==> src/hw/rfm_params.svh <==
// Constants for the receive frame marker block: offsets, fields, resets.
// Assumes inclusion by the marker module; definitions only.
`ifndef RFM_PARAMS_SVH
`define RFM_PARAMS_SVH

// Register byte offsets
`define RFM_CTRL_OFS 8'h00
`define RFM_FRAME_OFS 8'h04
`define RFM_OH_OFS 8'h08
`define RFM_PLCP_OFS 8'h0c
`define RFM_STAT_OFS 8'h10

// Control field positions
`define RFM_MODE_LSB 0
`define RFM_MODE_MSB 2
`define RFM_PINS_EN_BIT 3
`define RFM_FS_EN_BIT 4
`define RFM_DE_EN_BIT 5
`define RFM_REF_LINE_BIT 6
`define RFM_REF_INV_BIT 7
`define RFM_FS_INV_BIT 8
`define RFM_DE_INV_BIT 9
`define RFM_POH_INV_BIT 10

// Reset values
`define RFM_CTRL_RST 16'h0000
`define RFM_FRAME_LEN_RST 16'h12a0
`define RFM_OH_PERIOD_RST 16'h0055
`define RFM_HDR_LEN_RST 16'h0000
`define RFM_POH_DIV_RST 16'h0040
`define RFM_POH_SEQ_RST 16'h0030

// Timing counts, in aclk cycles
`define RFM_CLK_HALF 16'h0002

// Bus answers
`define RFM_RESP_OKAY 2'h0
`define RFM_RESP_SLVERR 2'h2

`endif

==> src/hw/rfm_pkg.sv <==
// Types for the receive frame marker block.
// Assumes nothing outside; constants live in rfm_params.svh.
package rfm_pkg;

    // Framer mode field of the control register
    typedef enum logic [2:0] {
        RFM_MODE_OFF = 3'b000,
        RFM_MODE_FRAMED = 3'b001,
        RFM_MODE_EXT_FRAC = 3'b010,
        RFM_MODE_FLEX_FRAC = 3'b011,
        RFM_MODE_INT_FRAC = 3'b100,
        RFM_MODE_PLCP = 3'b101
    } rfm_mode_t;

    // Function currently carried by the shared marker pin
    typedef enum logic [1:0] {
        RFM_FN_NONE = 2'b00,
        RFM_FN_FRAME_START = 2'b01,
        RFM_FN_PAYLOAD = 2'b10,
        RFM_FN_PLCP_START = 2'b11
    } rfm_fn_t;

    // Synchroniser state
    typedef struct packed {
        logic ff1;
        logic ff2;
        logic ff3;
        logic level;
        logic rise;
        logic fall;
    } rfm_sync_t;

    // Whole state of the marker block
    typedef struct packed {
        logic aw_got;
        logic w_got;
        logic [7:0] aw_addr;
        logic [31:0] w_data;
        logic [3:0] w_strb;
        logic awready;
        logic wready;
        logic bvalid;
        logic [1:0] bresp;
        logic arready;
        logic rvalid;
        logic [31:0] rdata;
        logic [1:0] rresp;
        logic [15:0] ctrl;
        logic [15:0] frame_len;
        logic [15:0] oh_period;
        logic [15:0] hdr_len;
        logic [15:0] poh_div;
        logic [15:0] poh_seq;
        logic [15:0] clk_cnt;
        logic clk_out;
        logic [15:0] bit_cnt;
        logic [15:0] blk_cnt;
        logic [15:0] poh_cnt;
        logic poh_clk;
        logic [15:0] seq_cnt;
        logic poh_mark;
        logic marker;
        rfm_fn_t fn;
        logic [15:0] frames;
    } rfm_state_t;

endpackage

==> src/hw/rfm_sync3.sv <==
// Three-stage synchroniser with edge pulses for an outside level.
// Assumes aclk is the sampling clock; input may change at any time.
`timescale 1ns/10ps

module rfm_sync3 (
    // Clock and reset
    input wire logic aclk,
    input wire logic aresetn,
    // Outside level
    input wire logic async_in,
    // Filtered level and edges, one-cycle pulses
    output logic level,
    output logic rise,
    output logic fall
);

    rfm_pkg::rfm_sync_t q, d;

    // Level only moves once stages two and three agree; ff1 feeds ff2 only
    always_comb begin
        d = q;
        d.ff1 = async_in;
        d.ff2 = q.ff1;
        d.ff3 = q.ff2;
        d.rise = 1'b0;
        d.fall = 1'b0;
        if (q.ff2 == q.ff3 && q.ff3 != q.level) begin
            d.level = q.ff3;
            d.rise = q.ff3;
            d.fall = !q.ff3;
        end
    end

    // State register
    always_ff @(posedge aclk) begin
        if (!aresetn) begin
            q <= '0;
        end else begin
            q <= d;
        end
    end

    assign level = q.level;
    assign rise = q.rise;
    assign fall = q.fall;

endmodule

==> src/hw/rfm_marker.sv <==
// Receive frame marker: shared frame-start / payload-enable / PLCP start
// pin with its framer and overhead clocks, configured over AXI4-Lite.
// Assumes aclk at 200 MHz, line clock arriving asynchronously.
//
// The AXI4-Lite interface to the registers and the register addresses were left to the implementer.
`timescale 1ns/10ps
`include "rfm_params.svh"

module rfm_marker (
    // Clock and reset
    input wire logic aclk,
    input wire logic aresetn,
    // AXI4-Lite write address and data
    input wire logic [7:0] s_axi_awaddr,
    input wire logic s_axi_awvalid,
    output logic s_axi_awready,
    input wire logic [31:0] s_axi_wdata,
    input wire logic [3:0] s_axi_wstrb,
    input wire logic s_axi_wvalid,
    output logic s_axi_wready,
    // AXI4-Lite write response
    output logic [1:0] s_axi_bresp,
    output logic s_axi_bvalid,
    input wire logic s_axi_bready,
    // AXI4-Lite read
    input wire logic [7:0] s_axi_araddr,
    input wire logic s_axi_arvalid,
    output logic s_axi_arready,
    output logic [31:0] s_axi_rdata,
    output logic [1:0] s_axi_rresp,
    output logic s_axi_rvalid,
    input wire logic s_axi_rready,
    // Line side
    input wire logic rx_line_clock_in,
    output logic rx_framer_clock_out,
    output logic rx_plcp_overhead_clock,
    output logic rx_frame_marker
);

    rfm_pkg::rfm_state_t q, d;
    logic line_lvl;
    logic line_rise;
    logic line_fall;

    // Line clock comes from outside; sample it through three stages
    rfm_sync3 u_line_sync (
        .aclk(aclk),
        .aresetn(aresetn),
        .async_in(rx_line_clock_in),
        .level(line_lvl),
        .rise(line_rise),
        .fall(line_fall)
    );

    // Byte-lane merge of a 16-bit register
    function automatic logic [15:0] merge16(input logic [15:0] old,
            input logic [31:0] wd, input logic [3:0] strb);
        logic [15:0] r;
        r = old;
        if (strb[0]) r[7:0] = wd[7:0];
        if (strb[1]) r[15:8] = wd[15:8];
        return r;
    endfunction

    // Counter step with wrap at a limit; a limit of zero wraps only at 16-bit overflow
    function automatic logic [15:0] step16(input logic [15:0] cnt,
            input logic [15:0] lim);
        logic [15:0] n;
        n = cnt + 16'h0001;
        if (lim != 16'h0000 && n >= lim) n = 16'h0000;
        return n;
    endfunction

    rfm_pkg::rfm_mode_t mode;
    logic pins_en;
    logic ref_tick;
    logic bit_oh;
    logic fs_ok;
    logic de_ok;
    logic plcp_ok;
    logic [31:0] rd_word;
    logic rd_err;

    // Decode of control fields and shared conditions
    always_comb begin
        mode = rfm_pkg::rfm_mode_t'(q.ctrl[`RFM_MODE_MSB:`RFM_MODE_LSB]);
        pins_en = q.ctrl[`RFM_PINS_EN_BIT];
        plcp_ok = (mode == rfm_pkg::RFM_MODE_PLCP) && pins_en;
        de_ok = (mode == rfm_pkg::RFM_MODE_EXT_FRAC
            || mode == rfm_pkg::RFM_MODE_FLEX_FRAC)
            && q.ctrl[`RFM_DE_EN_BIT] && pins_en;
        fs_ok = q.ctrl[`RFM_FS_EN_BIT]
            && (mode == rfm_pkg::RFM_MODE_EXT_FRAC
            || mode == rfm_pkg::RFM_MODE_FLEX_FRAC
            || (mode == rfm_pkg::RFM_MODE_FRAMED && pins_en));
        // Overhead bits: a header run at frame start, then one per block
        bit_oh = (q.bit_cnt < q.hdr_len)
            || (q.oh_period != 16'h0000 && q.blk_cnt == 16'h0000);
    end

    // Reference edge: which clock, and which of its edges
    always_comb begin
        if (q.ctrl[`RFM_REF_LINE_BIT]) begin
            ref_tick = q.ctrl[`RFM_REF_INV_BIT] ? line_fall : line_rise;
        end else begin
            ref_tick = q.ctrl[`RFM_REF_INV_BIT]
                ? (q.clk_cnt == 16'h0000 && q.clk_out)
                : (q.clk_cnt == 16'h0000 && !q.clk_out);
        end
    end

    // Read decode; reserved bits read as zero
    always_comb begin
        rd_word = 32'h0000_0000;
        rd_err = 1'b0;
        if (s_axi_araddr == `RFM_CTRL_OFS) begin
            rd_word[15:0] = q.ctrl;
        end else if (s_axi_araddr == `RFM_FRAME_OFS) begin
            rd_word[15:0] = q.frame_len;
        end else if (s_axi_araddr == `RFM_OH_OFS) begin
            rd_word = {q.hdr_len, q.oh_period};
        end else if (s_axi_araddr == `RFM_PLCP_OFS) begin
            rd_word = {q.poh_seq, q.poh_div};
        end else if (s_axi_araddr == `RFM_STAT_OFS) begin
            rd_word = {q.frames, 12'h000, line_lvl, q.marker, q.fn};
        end else begin
            rd_err = 1'b1;
        end
    end

    // Next state of the whole block
    always_comb begin
        d = q;
        // Write address and data are taken in either order
        if (s_axi_awvalid && q.awready) begin
            d.aw_got = 1'b1;
            d.aw_addr = s_axi_awaddr;
        end
        if (s_axi_wvalid && q.wready) begin
            d.w_got = 1'b1;
            d.w_data = s_axi_wdata;
            d.w_strb = s_axi_wstrb;
        end
        if (s_axi_bvalid && s_axi_bready) begin
            d.bvalid = 1'b0;
        end
        if (q.aw_got && q.w_got && !q.bvalid) begin
            d.aw_got = 1'b0;
            d.w_got = 1'b0;
            d.bvalid = 1'b1;
            d.bresp = `RFM_RESP_OKAY;
            if (q.aw_addr == `RFM_CTRL_OFS) begin
                d.ctrl = merge16(q.ctrl, q.w_data, q.w_strb);
            end else if (q.aw_addr == `RFM_FRAME_OFS) begin
                d.frame_len = merge16(q.frame_len, q.w_data, q.w_strb);
            end else if (q.aw_addr == `RFM_OH_OFS) begin
                d.oh_period = merge16(q.oh_period, q.w_data, q.w_strb);
                d.hdr_len = merge16(q.hdr_len, q.w_data >> 16,
                    q.w_strb >> 2);
            end else if (q.aw_addr == `RFM_PLCP_OFS) begin
                d.poh_div = merge16(q.poh_div, q.w_data, q.w_strb);
                d.poh_seq = merge16(q.poh_seq, q.w_data >> 16,
                    q.w_strb >> 2);
            end else if (q.aw_addr != `RFM_STAT_OFS) begin
                d.bresp = `RFM_RESP_SLVERR; // Unmapped; status writes stay OKAY
            end
        end
        d.awready = !d.aw_got && !d.bvalid;
        d.wready = !d.w_got && !d.bvalid;

        // Read: one outstanding, answer one cycle after acceptance
        if (s_axi_rvalid && s_axi_rready) begin
            d.rvalid = 1'b0;
        end
        if (s_axi_arvalid && q.arready) begin
            d.rvalid = 1'b1;
            d.rdata = rd_word;
            d.rresp = rd_err ? `RFM_RESP_SLVERR : `RFM_RESP_OKAY;
        end
        d.arready = !d.rvalid;

        // Internal framer clock divided from aclk, driven straight out
        if (q.clk_cnt == 16'h0000) begin
            d.clk_cnt = `RFM_CLK_HALF - 16'h0001;
            d.clk_out = !q.clk_out;
        end else begin
            d.clk_cnt = q.clk_cnt - 16'h0001;
        end

        // Bit position advances once per reference edge
        if (ref_tick) begin
            d.bit_cnt = step16(q.bit_cnt, q.frame_len);
            d.blk_cnt = (d.bit_cnt == 16'h0000) ? 16'h0000
                : step16(q.blk_cnt, q.oh_period);
            if (d.bit_cnt == 16'h0000) begin
                d.frames = q.frames + 16'h0001;
            end
            // Overhead clock runs slow, derived from framer bits
            d.poh_cnt = step16(q.poh_cnt, q.poh_div);
            if (d.poh_cnt == 16'h0000) begin
                d.poh_clk = !q.poh_clk;
                if (q.poh_clk) begin
                    // Marker moves with the falling overhead clock
                    d.seq_cnt = step16(q.seq_cnt, q.poh_seq);
                    d.poh_mark = (d.seq_cnt == 16'h0000);
                end
            end
        end

        // One function at most; PLCP first, then payload, then frame start
        if (plcp_ok) begin
            d.fn = rfm_pkg::RFM_FN_PLCP_START;
            d.marker = d.poh_mark ^ q.ctrl[`RFM_POH_INV_BIT];
        end else if (de_ok) begin
            d.fn = rfm_pkg::RFM_FN_PAYLOAD;
            if (ref_tick) begin
                d.marker = !((d.bit_cnt < q.hdr_len)
                    || (q.oh_period != 16'h0000 && d.blk_cnt == 16'h0000))
                    ^ q.ctrl[`RFM_DE_INV_BIT];
            end else begin
                d.marker = !bit_oh ^ q.ctrl[`RFM_DE_INV_BIT];
            end
        end else if (fs_ok) begin
            d.fn = rfm_pkg::RFM_FN_FRAME_START;
            d.marker = ((ref_tick ? d.bit_cnt : q.bit_cnt) == 16'h0000)
                ^ q.ctrl[`RFM_FS_INV_BIT];
        end else begin
            d.fn = rfm_pkg::RFM_FN_NONE;
            d.marker = 1'b0;
        end
    end

    // State register
    always_ff @(posedge aclk) begin
        if (!aresetn) begin
            q <= '0;
            q.ctrl <= `RFM_CTRL_RST;
            q.frame_len <= `RFM_FRAME_LEN_RST;
            q.oh_period <= `RFM_OH_PERIOD_RST;
            q.hdr_len <= `RFM_HDR_LEN_RST;
            q.poh_div <= `RFM_POH_DIV_RST;
            q.poh_seq <= `RFM_POH_SEQ_RST;
        end else begin
            q <= d;
        end
    end

    // All outputs come straight from the state register
    assign s_axi_awready = q.awready;
    assign s_axi_wready = q.wready;
    assign s_axi_bvalid = q.bvalid;
    assign s_axi_bresp = q.bresp;
    assign s_axi_arready = q.arready;
    assign s_axi_rvalid = q.rvalid;
    assign s_axi_rdata = q.rdata;
    assign s_axi_rresp = q.rresp;
    assign rx_framer_clock_out = q.clk_out;
    assign rx_plcp_overhead_clock = q.poh_clk;
    assign rx_frame_marker = q.marker;

endmodule

==> config.mk <==
export PLATFORM = sky130hd
export DESIGN_NAME = rfm_marker
export DESIGN_NICKNAME = d
export VERILOG_FILES = /design/src/hw/rfm_pkg.sv /design/src/hw/rfm_sync3.sv /design/src/hw/rfm_marker.sv
export VERILOG_INCLUDE_DIRS = /design/src /design/src/hw
export SDC_FILE = /design/constraint.sdc
export NUM_CORES = 1
export LEC_CHECK = 0
export BUFFER_PORTS_ARGS = -buffer_cell sky130_fd_sc_hd__buf_2
export CELL_PAD_IN_SITES_DETAIL_PLACEMENT = 0
export CELL_PAD_IN_SITES_GLOBAL_PLACEMENT = 1
export CORE_MARGIN = 1
export CORE_UTILIZATION = 35
export CTS_BUF_LIST = sky130_fd_sc_hd__clkbuf_4
export CTS_CLUSTER_SIZE = 14
export DETAILED_ROUTE_END_ITERATION = 8
export GPL_ROUTABILITY_DRIVEN = 0
export PLACE_DENSITY = 0.73
export SETUP_SLACK_MARGIN = 0.2
export SLEW_MARGIN = 20
export SYNTH_ARGS = -nofsm -noshare
export SYNTH_HDL_FRONTEND = slang
export SYNTH_SLANG_ARGS = --single-unit
==> constraint.sdc <==
create_clock -name aclk -period 5.55 [get_ports aclk]
set_clock_uncertainty 0.2 [all_clocks]
set_input_delay 0.555 -clock aclk [delete_from_list [all_inputs] [get_ports aclk]]
set_output_delay 0.555 -clock aclk [all_outputs]
set_load 0.1 [all_outputs]
==> reports/metrics.csv, run 1 <==
stage,metric,value,unit
status,status,finished clean,
sta,setup_tns,0,ns
finish,synthToLayoutAreaGrowth,15.2,%
pwr,power.total,5.30,mW
global_route,grt_pass1_wl,80.7,mm
synth,synth.distinct_cells,72,
pwr,pwr_density_cell,287,nW/um^2
synth,synth_edf_count,0,
sta,timing.final.ws_setup,0.530,ns
floorplanning,die_h,216,um
clocking,cts_buffers,84,
route,detail_route.wl_per_cell,17.8,um
worst_setup_path,critPathMaxStageDelay,0.58,ns
clocking,clk_latency,0.81,ns
floorplanning,rows,78,
synth,avgSynthCellArea,7.68,um^2
worst_setup_path,cp.required,6.06,ns
synth,synthArstFlopShare,0,%
sta,tightest_slew,0.873,ns
worst_setup_path,crit_chain,nand4_1 -> or4_4 -> xnor2_1 -> ha_1 -> nand2_1 -> nor3_2 -> a21oi_1 -> a31o_2 -> nand2_2 -> o31ai_2 -> ha_1 -> a21o_1 -> a21o_1 -> a21oi_1 -> o21ai_0 -> a21o_1 -> a21oi_1 -> o31ai_1 -> a31oi_1 -> xnor2_1 -> o221a_1,
pwr,ir_drop,0.000252,V
finish,drive_gt1_share,13.8,%
worst_setup_path,cp_slowest_cell,or4_4,
finish,fin_util,40.7,%
sta,period_minus_slack,5.02,ns
synth,yosys_register_bits,289,
floorplanning,dieArea,46600,um^2
global_route,grt_usage,21.8,%
sta,rsz0062_at_grt,false,
finish,n_fill_cell,4717,
worst_setup_path,critPathKind,reg -> reg,
placement,post-place-ws,0.241,ns
clocking,cts_root_buf,clkbuf_4,
sta,drv_slew,0,
synth,yosys_warnings,0,
route,detail_route.vias_per_cell,5.35,
worst_setup_path,arrival,5.53,ns
placement,io_buffers,101,
floorplanning,initial_core_util,35.4,%
route,ant_nets,0,
worst_setup_path,crit_path_end_kind,flop,
run,maxCapViolCount,0,
worst_setup_path,r2r_cells,21,
sta,hold_viol_final,0,
synth,yosysMostFrequentCell,nand2_1,
route,vias,15300,
placement,post-dp-hpwl,36.7,mm
route,firstDrtPassIters,8,
worst_setup_path,crit_cells,21,
finish,nets,2361,
clocking,cts.clk_slew.worst_paths,0.07,ns
synth,synthTopCellsByArea,"dfxtp_1 (36%), nand2_1 (8.1%), ha_1 (7.9%)",
synth,synth_common_cells,"nand2_1 (346), dfxtp_1 (289), a21oi_1 (230), nand3_1 (138), nor2_1 (134)",
synth,ys.flop_type,dfxtp_1,
global_route,antenna_found_initial,1,
synth,synth_top_area_cell,dfxtp_1,
worst_setup_path,critPathMaxFanout,9,
synth,synth_top_area_share,36.1,%
floorplanning,die_x,216,um
synth,syn-cell-area,16000,um^2
synth,yosysSeqAreaShare,36.1,%
global_route,grt_max_degree,129,
placement,post-place-cells,2655,
route,drt-initial-drc-count,1304,
floorplanning,boundaryPins,104,
pwr,power_leakage,7.07,nW
worst_hold_path,min_path_cells,3,
route,wl,50.9,mm
worst_setup_path,path_buf_inv,0,
route,drc,0,
floorplanning,core,45300,um^2
clocking,cts.sinks,289,
worst_setup_path,critPathTopFamily,compound AO/OA/AOI/OAI gates,
sta,max_slew_margin,41.8,%
worst_hold_path,min_path_type,in -> reg,
finish,stdcell_count,2860,
clocking,htree_levels,3,
synth,synthCells,2084,
sta,timing.final.crit_share,90.4,%
global_route,grt_overflow,0,
global_route,grt_pass1_vias,14600,
worst_setup_path,crit_path_start_kind,flop,
sta,fmax,199,MHz
sta,setup_violations,0,
clocking,cts_tree,yes,
clocking,clockBufferDepth,3,
layout make-up:
| type | count | area [um^2] | area share [%] |
|---|---|---|---|
| timing repair buffer | 199 | 1390 | 7.56 |
| tap | 600 | 751 | 4.07 |
| sequential | 289 | 5790 | 31.4 |
| multi-input combinational | 1524 | 9090 | 49.3 |
| antenna | 1 | 2.50 | 0.0136 |
| inverter | 102 | 388 | 2.10 |
| clock buffer | 127 | 953 | 5.17 |
| clock inverter | 18 | 70.1 | 0.380 |
worst paths after layout:
check / start / to / slack [ns]
hold / removal: aresetn / q[124]$_SDFFE_PN1P_ / 0.13
setup reg to reg: q[69]$_SDFF_PN0_ / rx_frame_marker$_SDFF_PN0_ / 0.53
setup / recovery: q[69]$_SDFF_PN0_ / rx_frame_marker$_SDFF_PN0_ / 0.53
hold reg to reg: u_line_sync.d[4]$_SDFF_PN0_ / u_line_sync.d[3]$_SDFF_PN0_ / 0.24
worst reg2reg max path, cell delays in order (launching register included):
cell and delay [ns]:
dfxtp_1 0.41, nand4_1 0.22, or4_4 0.58, xnor2_1 0.30, ha_1 0.31, nand2_1 0.10
nor3_2 0.06, a21oi_1 0.20, a31o_2 0.29, nand2_2 0.19, o31ai_2 0.27, ha_1 0.29
a21o_1 0.16, a21o_1 0.17, a21oi_1 0.15, o21ai_0 0.12, a21o_1 0.19, a21oi_1 0.13
o31ai_1 0.11, a31oi_1 0.21, xnor2_1 0.08, o221a_1 0.22
power breakdown:
group / switching, mW / leakage (nW) / internal [mW] / total (mW)
sequential: 0.102 / 2.34 / 2.17 / 2.27
combinational: 0.725 / 4.10 / 0.334 / 1.06
clock: 0.936 / 0.620 / 1.03 / 1.97
routing by layer:
metal | vias up | track usage [%] | part of all wire (%)
met4 | 0 | 8.31 | 2.4
met5 | - | 0 | 0
met2 | 492 | 32.2 | 42
li1 | 7550 | - | -
met1 | 7205 | 30.8 | 48
met3 | 68 | 4.90 | 7.3
repair_timing:
action | CTS | global route
setup endpoints to repair | 0 | 1
hold buffers | 56 | 0
hold endpoints to repair | 51 | 0
resized for setup | 0 | 13
setup buffers | 0 | 3
flip-flops by register name (all words and copies together), names as in the netlist, 2 cells and up:
signal / count
q: 237
u_line_sync.d: 2
s_axi_rdata: 32
mode: 3
placed cells by master (no fill, tap or decap), types with 8 or more instances in the layout:
cell type        n
a22o_1          12
a221oi_1        14
nand2_1        345
o211ai_1         9
a21oi_1        230
clkinv_1        15
buf_2          101
nand2b_1        13
or3_1           18
a31oi_1         11
a21o_1          17
nand3_1        138
and3_1          16
a211oi_1        25
o21ai_0         81
clkbuf_4       127
dfxtp_1        286
and2_1          26
xor2_1          31
dlygate4sd3_1   56
nor2_1         133
ha_1           101
buf_4           41
nor4_1          31
nor3_1          45
inv_1          101
o31ai_1         10
xnor2_1         61
a222oi_1        20
or4_1            8
nand4_1         28
cells by family after synthesis:
kind of cell | share of synthesized area [%]
simple gates | 25.4
compound gates | 17.6
flops | 36.1
buf+inv | 7.45
fa+ha+maj | 7.89
xor+xnor | 5.03
mux | 0.523
other cells | 0.0234
per-stage QoR:
step | instance area [um^2] | hold WS [ns]
6_report | 18400 | 0.133
5_1_grt | 18400 | 0.104
4_1_cts | 18400 | 0.0533
3_5_place_dp | 16800 | 0.222
3_3_place_gp | 16800 | 0.225
2_1_floorplan | 16000 | 0.212
(Power assumes the default switching activity.)
==> run 2, diff against run 1 <==
--- a/config.mk
+++ b/config.mk
@@ -10,14 +10,15 @@
 export CELL_PAD_IN_SITES_DETAIL_PLACEMENT = 0
 export CELL_PAD_IN_SITES_GLOBAL_PLACEMENT = 1
 export CORE_MARGIN = 1
-export CORE_UTILIZATION = 35
+export CORE_UTILIZATION = 45
 export CTS_BUF_LIST = sky130_fd_sc_hd__clkbuf_4
 export CTS_CLUSTER_SIZE = 14
 export DETAILED_ROUTE_END_ITERATION = 8
 export GPL_ROUTABILITY_DRIVEN = 0
-export PLACE_DENSITY = 0.73
+export PLACE_DENSITY = 0.87
 export SETUP_SLACK_MARGIN = 0.2
 export SLEW_MARGIN = 20
 export SYNTH_ARGS = -nofsm -noshare
 export SYNTH_HDL_FRONTEND = slang
+export SYNTH_HIERARCHICAL = 1
 export SYNTH_SLANG_ARGS = --single-unit
==> run 2 against run 1 <==
Net effect: clock power hardly changed; hold slack got worse by 0.064 ns; critical path type unchanged; sequential power up 3%; synthesized cell count shrank 2.9%; highest routed layer is now met5; sequential share of layout area shrank 0.73 points; combinational power grew 78%.
==> reports/metrics.csv, run 2 <==
stage,metric,value,unit
worst_setup_path,critPathKind,reg -> reg,
finish,largest_register_ffs,237,
status,status,finished clean,
route,detail_route.vias_per_cell,5.69,
global_route,grt_max_degree,125,
placement,io_buffers,101,
worst_setup_path,r2r-end,rx_frame_marker$_SDFF_PN0_,
synth,synth.distinct_cells,72,
route,vias,15200,
worst_setup_path,cp.required,5.89,ns
floorplanning,die_h,194,um
placement,post-dp-hpwl,32.4,mm
synth,synth_top_area_share,35.0,%
global_route,grt_pass1_vias,14600,
pwr,power_leakage,7.78,nW
worst_setup_path,r2r_slack,0.28,ns
global_route,grt_overflow,0,
finish,layout_common_cells,"dfxtp_1 (284), nand2_1 (279), nand3_1 (123)",
worst_setup_path,cp-startpoint,q[73]$_SDFF_PN0_,
finish,drive_gt1_share,14.1,%
clocking,cts_tree,yes,
sta,max_slew_margin,34.9,%
route,firstDrtPassIters,8,
worst_setup_path,critPathMaxStageDelay,0.39,ns
route,drc,0,
worst_setup_path,arrival,5.61,ns
synth,synth_edf_count,0,
worst_hold_path,min_path_cells,3,
clocking,htree_levels,3,
route,drt-initial-drc-count,1534,
clocking,cts.clk_slew.worst_paths,0.07,ns
sta,hold_viol_final,0,
route,highest-signal-layer,met5,
finish,fin_util,52.7,%
synth,synthArstFlopShare,0,%
finish,synthToLayoutAreaGrowth,14.4,%
synth,yosys_warnings,6,
floorplanning,rows,69,
worst_hold_path,min_path_type,in -> reg,
finish,nets,2305,
run,maxCapViolCount,0,
synth,syn-cell-area,16500,um^2
worst_setup_path,path_buf_inv,3,
global_route,grt_pass1_wl,75.6,mm
clocking,cts_buffers,82,
finish,largest-register,q,
worst_setup_path,cpMostUsedCell,nand4_1,
worst_setup_path,critPathTopFamily,simple AND/OR/NAND/NOR gates,
worst_setup_path,critPathMaxFanout,13,
route,met3WireLength,3.78,mm
sta,setup_violations,0,
synth,yosys_register_bits,289,
synth,synthTopCellsByArea,"dfxtp_1 (35%), ha_1 (7.7%), nand2_1 (6.3%)",
floorplanning,core,35800,um^2
global_route,grt_usage,24.8,%
sta,tightest_slew,0.974,ns
floorplanning,initial_core_util,46.1,%
route,wl_met2,21.0,mm
pwr,power.total,6.20,mW
floorplanning,die_x,194,um
worst_hold_path,hold_end,q[284]$_SDFF_PN0_,
route,detail_route.wl_per_cell,17.7,um
sta,period_minus_slack,5.27,ns
synth,yosysSeqAreaShare,35.0,%
floorplanning,dieArea,37500,um^2
worst_setup_path,crit_path_start_kind,flop,
synth,synth_top_area_cell,dfxtp_1,
global_route,antenna_found_initial,2,
worst_setup_path,r2r_cells,23,
clocking,clockBufferDepth,3,
pwr,pwr_density_cell,328,nW/um^2
clocking,cts.sinks,289,
synth,synth_common_cells,"dfxtp_1 (289), nand2_1 (279), nand3_1 (125), a21boi_0 (121), clkbuf_1 (111)",
clocking,cts_root_buf,clkbuf_4,
finish,final_common_cell,dfxtp_1,
worst_setup_path,crit_chain,buf_4 -> nand4_1 -> nor3_4 -> nand3_2 -> xnor2_1 -> ha_1 -> nand4_1 -> nor3_2 -> o311a_1 -> o31ai_4 -> clkdlybuf4s15_2 -> buf_4 -> a32o_1 -> ha_1 -> nand4_1 -> nor2_1 -> and2_1 -> a221oi_2 -> nand4_1 -> a31oi_2 -> nor3_1 -> o211ai_1 -> a32oi_1,
worst_hold_path,hold_start,s_axi_awvalid,
sta,timing.final.crit_share,94.9,%
synth,avgSynthCellArea,8.16,um^2
route,wl,47.3,mm
synth,yosysMostFrequentCell,dfxtp_1,
route,ant_nets,0,
sta,drv_slew,0,
synth,synthCells,2024,
worst_setup_path,crit_path_end_kind,flop,
sta,fmax,190,MHz
floorplanning,boundaryPins,104,
worst_setup_path,rr_startpoint,q[73]$_SDFF_PN0_,
worst_setup_path,cp_slowest_cell,dfxtp_1,
clocking,clk_latency,0.73,ns
synth,ys.flop_type,dfxtp_1,
route,met1_length,21.5,mm
pwr,ir_drop,0.000166,V
==> run 2: cell types whose count changed after synthesis, sizes merged, moves of 31 or more <==
| cell | before | now |
|---|---|---|
| nor2b | 7 | 69 |
| nand2 | 346 | 279 |
| a21boi | 0 | 126 |
| a21oi | 231 | 68 |
| nor2 | 134 | 82 |
| mux2i | 5 | 36 |
==> run 2: layout make-up <==
class | count | area (um^2)
Timing Repair Buffer | 195 | 1390
Inverter | 101 | 379
Clock buffer | 118 | 886
Fill cell | 3360 | 16900
Antenna cell | 1 | 2.50
Clock inverter | 28 | 144
Sequential cell | 289 | 5800
Multi-Input combinational cell | 1475 | 9730
Tap cell | 461 | 577
==> run 2: kinds of logic after synthesis <==
group / after synthesis / share of synthesized area, %
DFF: 289 / 35.0
and+or+nand+nor: 834 / 25.7
xor gates and xnor gates: 85 / 4.51
buffers and inverters: 261 / 6.89
other: 1 / 0.0227
adders and majority gates: 101 / 7.65
muxes: 38 / 2.32
AOI/OAI and AO/OA: 415 / 17.9
==> run 2: how the worst max path moves through the flow <==
| stage | end | slack [ns] | cells past startpoint |
|---|---|---|---|
| 6_report | rx_frame_marker$_SDFF_PN0_ | 0.28 | 23 |
| 3_5_place_dp | rx_frame_marker$_SDFF_PN0_ | -0.09 | 22 |
| 3_3_place_gp | rx_frame_marker$_SDFF_PN0_ | 0.15 | 22 |
| 2_1_floorplan | rx_frame_marker$_SDFF_PN0_ | 0.27 | 25 |
| 5_1_grt | rx_frame_marker$_SDFF_PN0_ | -0.007 | 23 |
| 4_1_cts | rx_frame_marker$_SDFF_PN0_ | 0.22 | 22 |
==> run 2: metrics by stage <==
step	setup slack [ns]	cells	hold WS [ns]	setup TNS (ns)	area (um^2)
floorplan	0.272	2025	0.221	0	16500
global placement	0.146	2453	0.242	0	17100
detailed placement	-0.0914	2453	0.255	-0.0914	17100
CTS	0.224	2660	0.0179	0	18700
global route	-0.00676	2668	0.0599	-0.00676	18900
finish	0.282	2668	0.0682	0	18900
==> run 2: what timing repair did <==
action	CTS	global route
setup buffers	5	5
hold buffers	56	0
setup endpoints to repair	1	1
endpoints found under the hold margin	55	0
pin swaps	1	6
gates cloned	0	1
resized for setup	11	20
==> run 2: report_power, final <==
group,total (mW),switching (mW),internal (mW)
clock network,1.97,0.946,1.03
registers,2.33,0.138,2.19
logic,1.89,1.15,0.744
==> run 2: worst register-to-register path: cells and delay by family (launching register included) <==
family          cells  cell delay (ns)
compound gates      7             1.44
xor+xnor            1             0.19
fa+ha+maj           2             0.61
buf+inv             3             0.65
flops               1             0.39
simple gates       10             1.62
==> run 2: metal layers <==
layer / track usage, % / vias to the layer above
met2: 39.2 / 572
met4: 8.21 / 2
met3: 4.76 / 99
li1: - / 7353
met5: 0 / -
met1: 33.7 / 7142
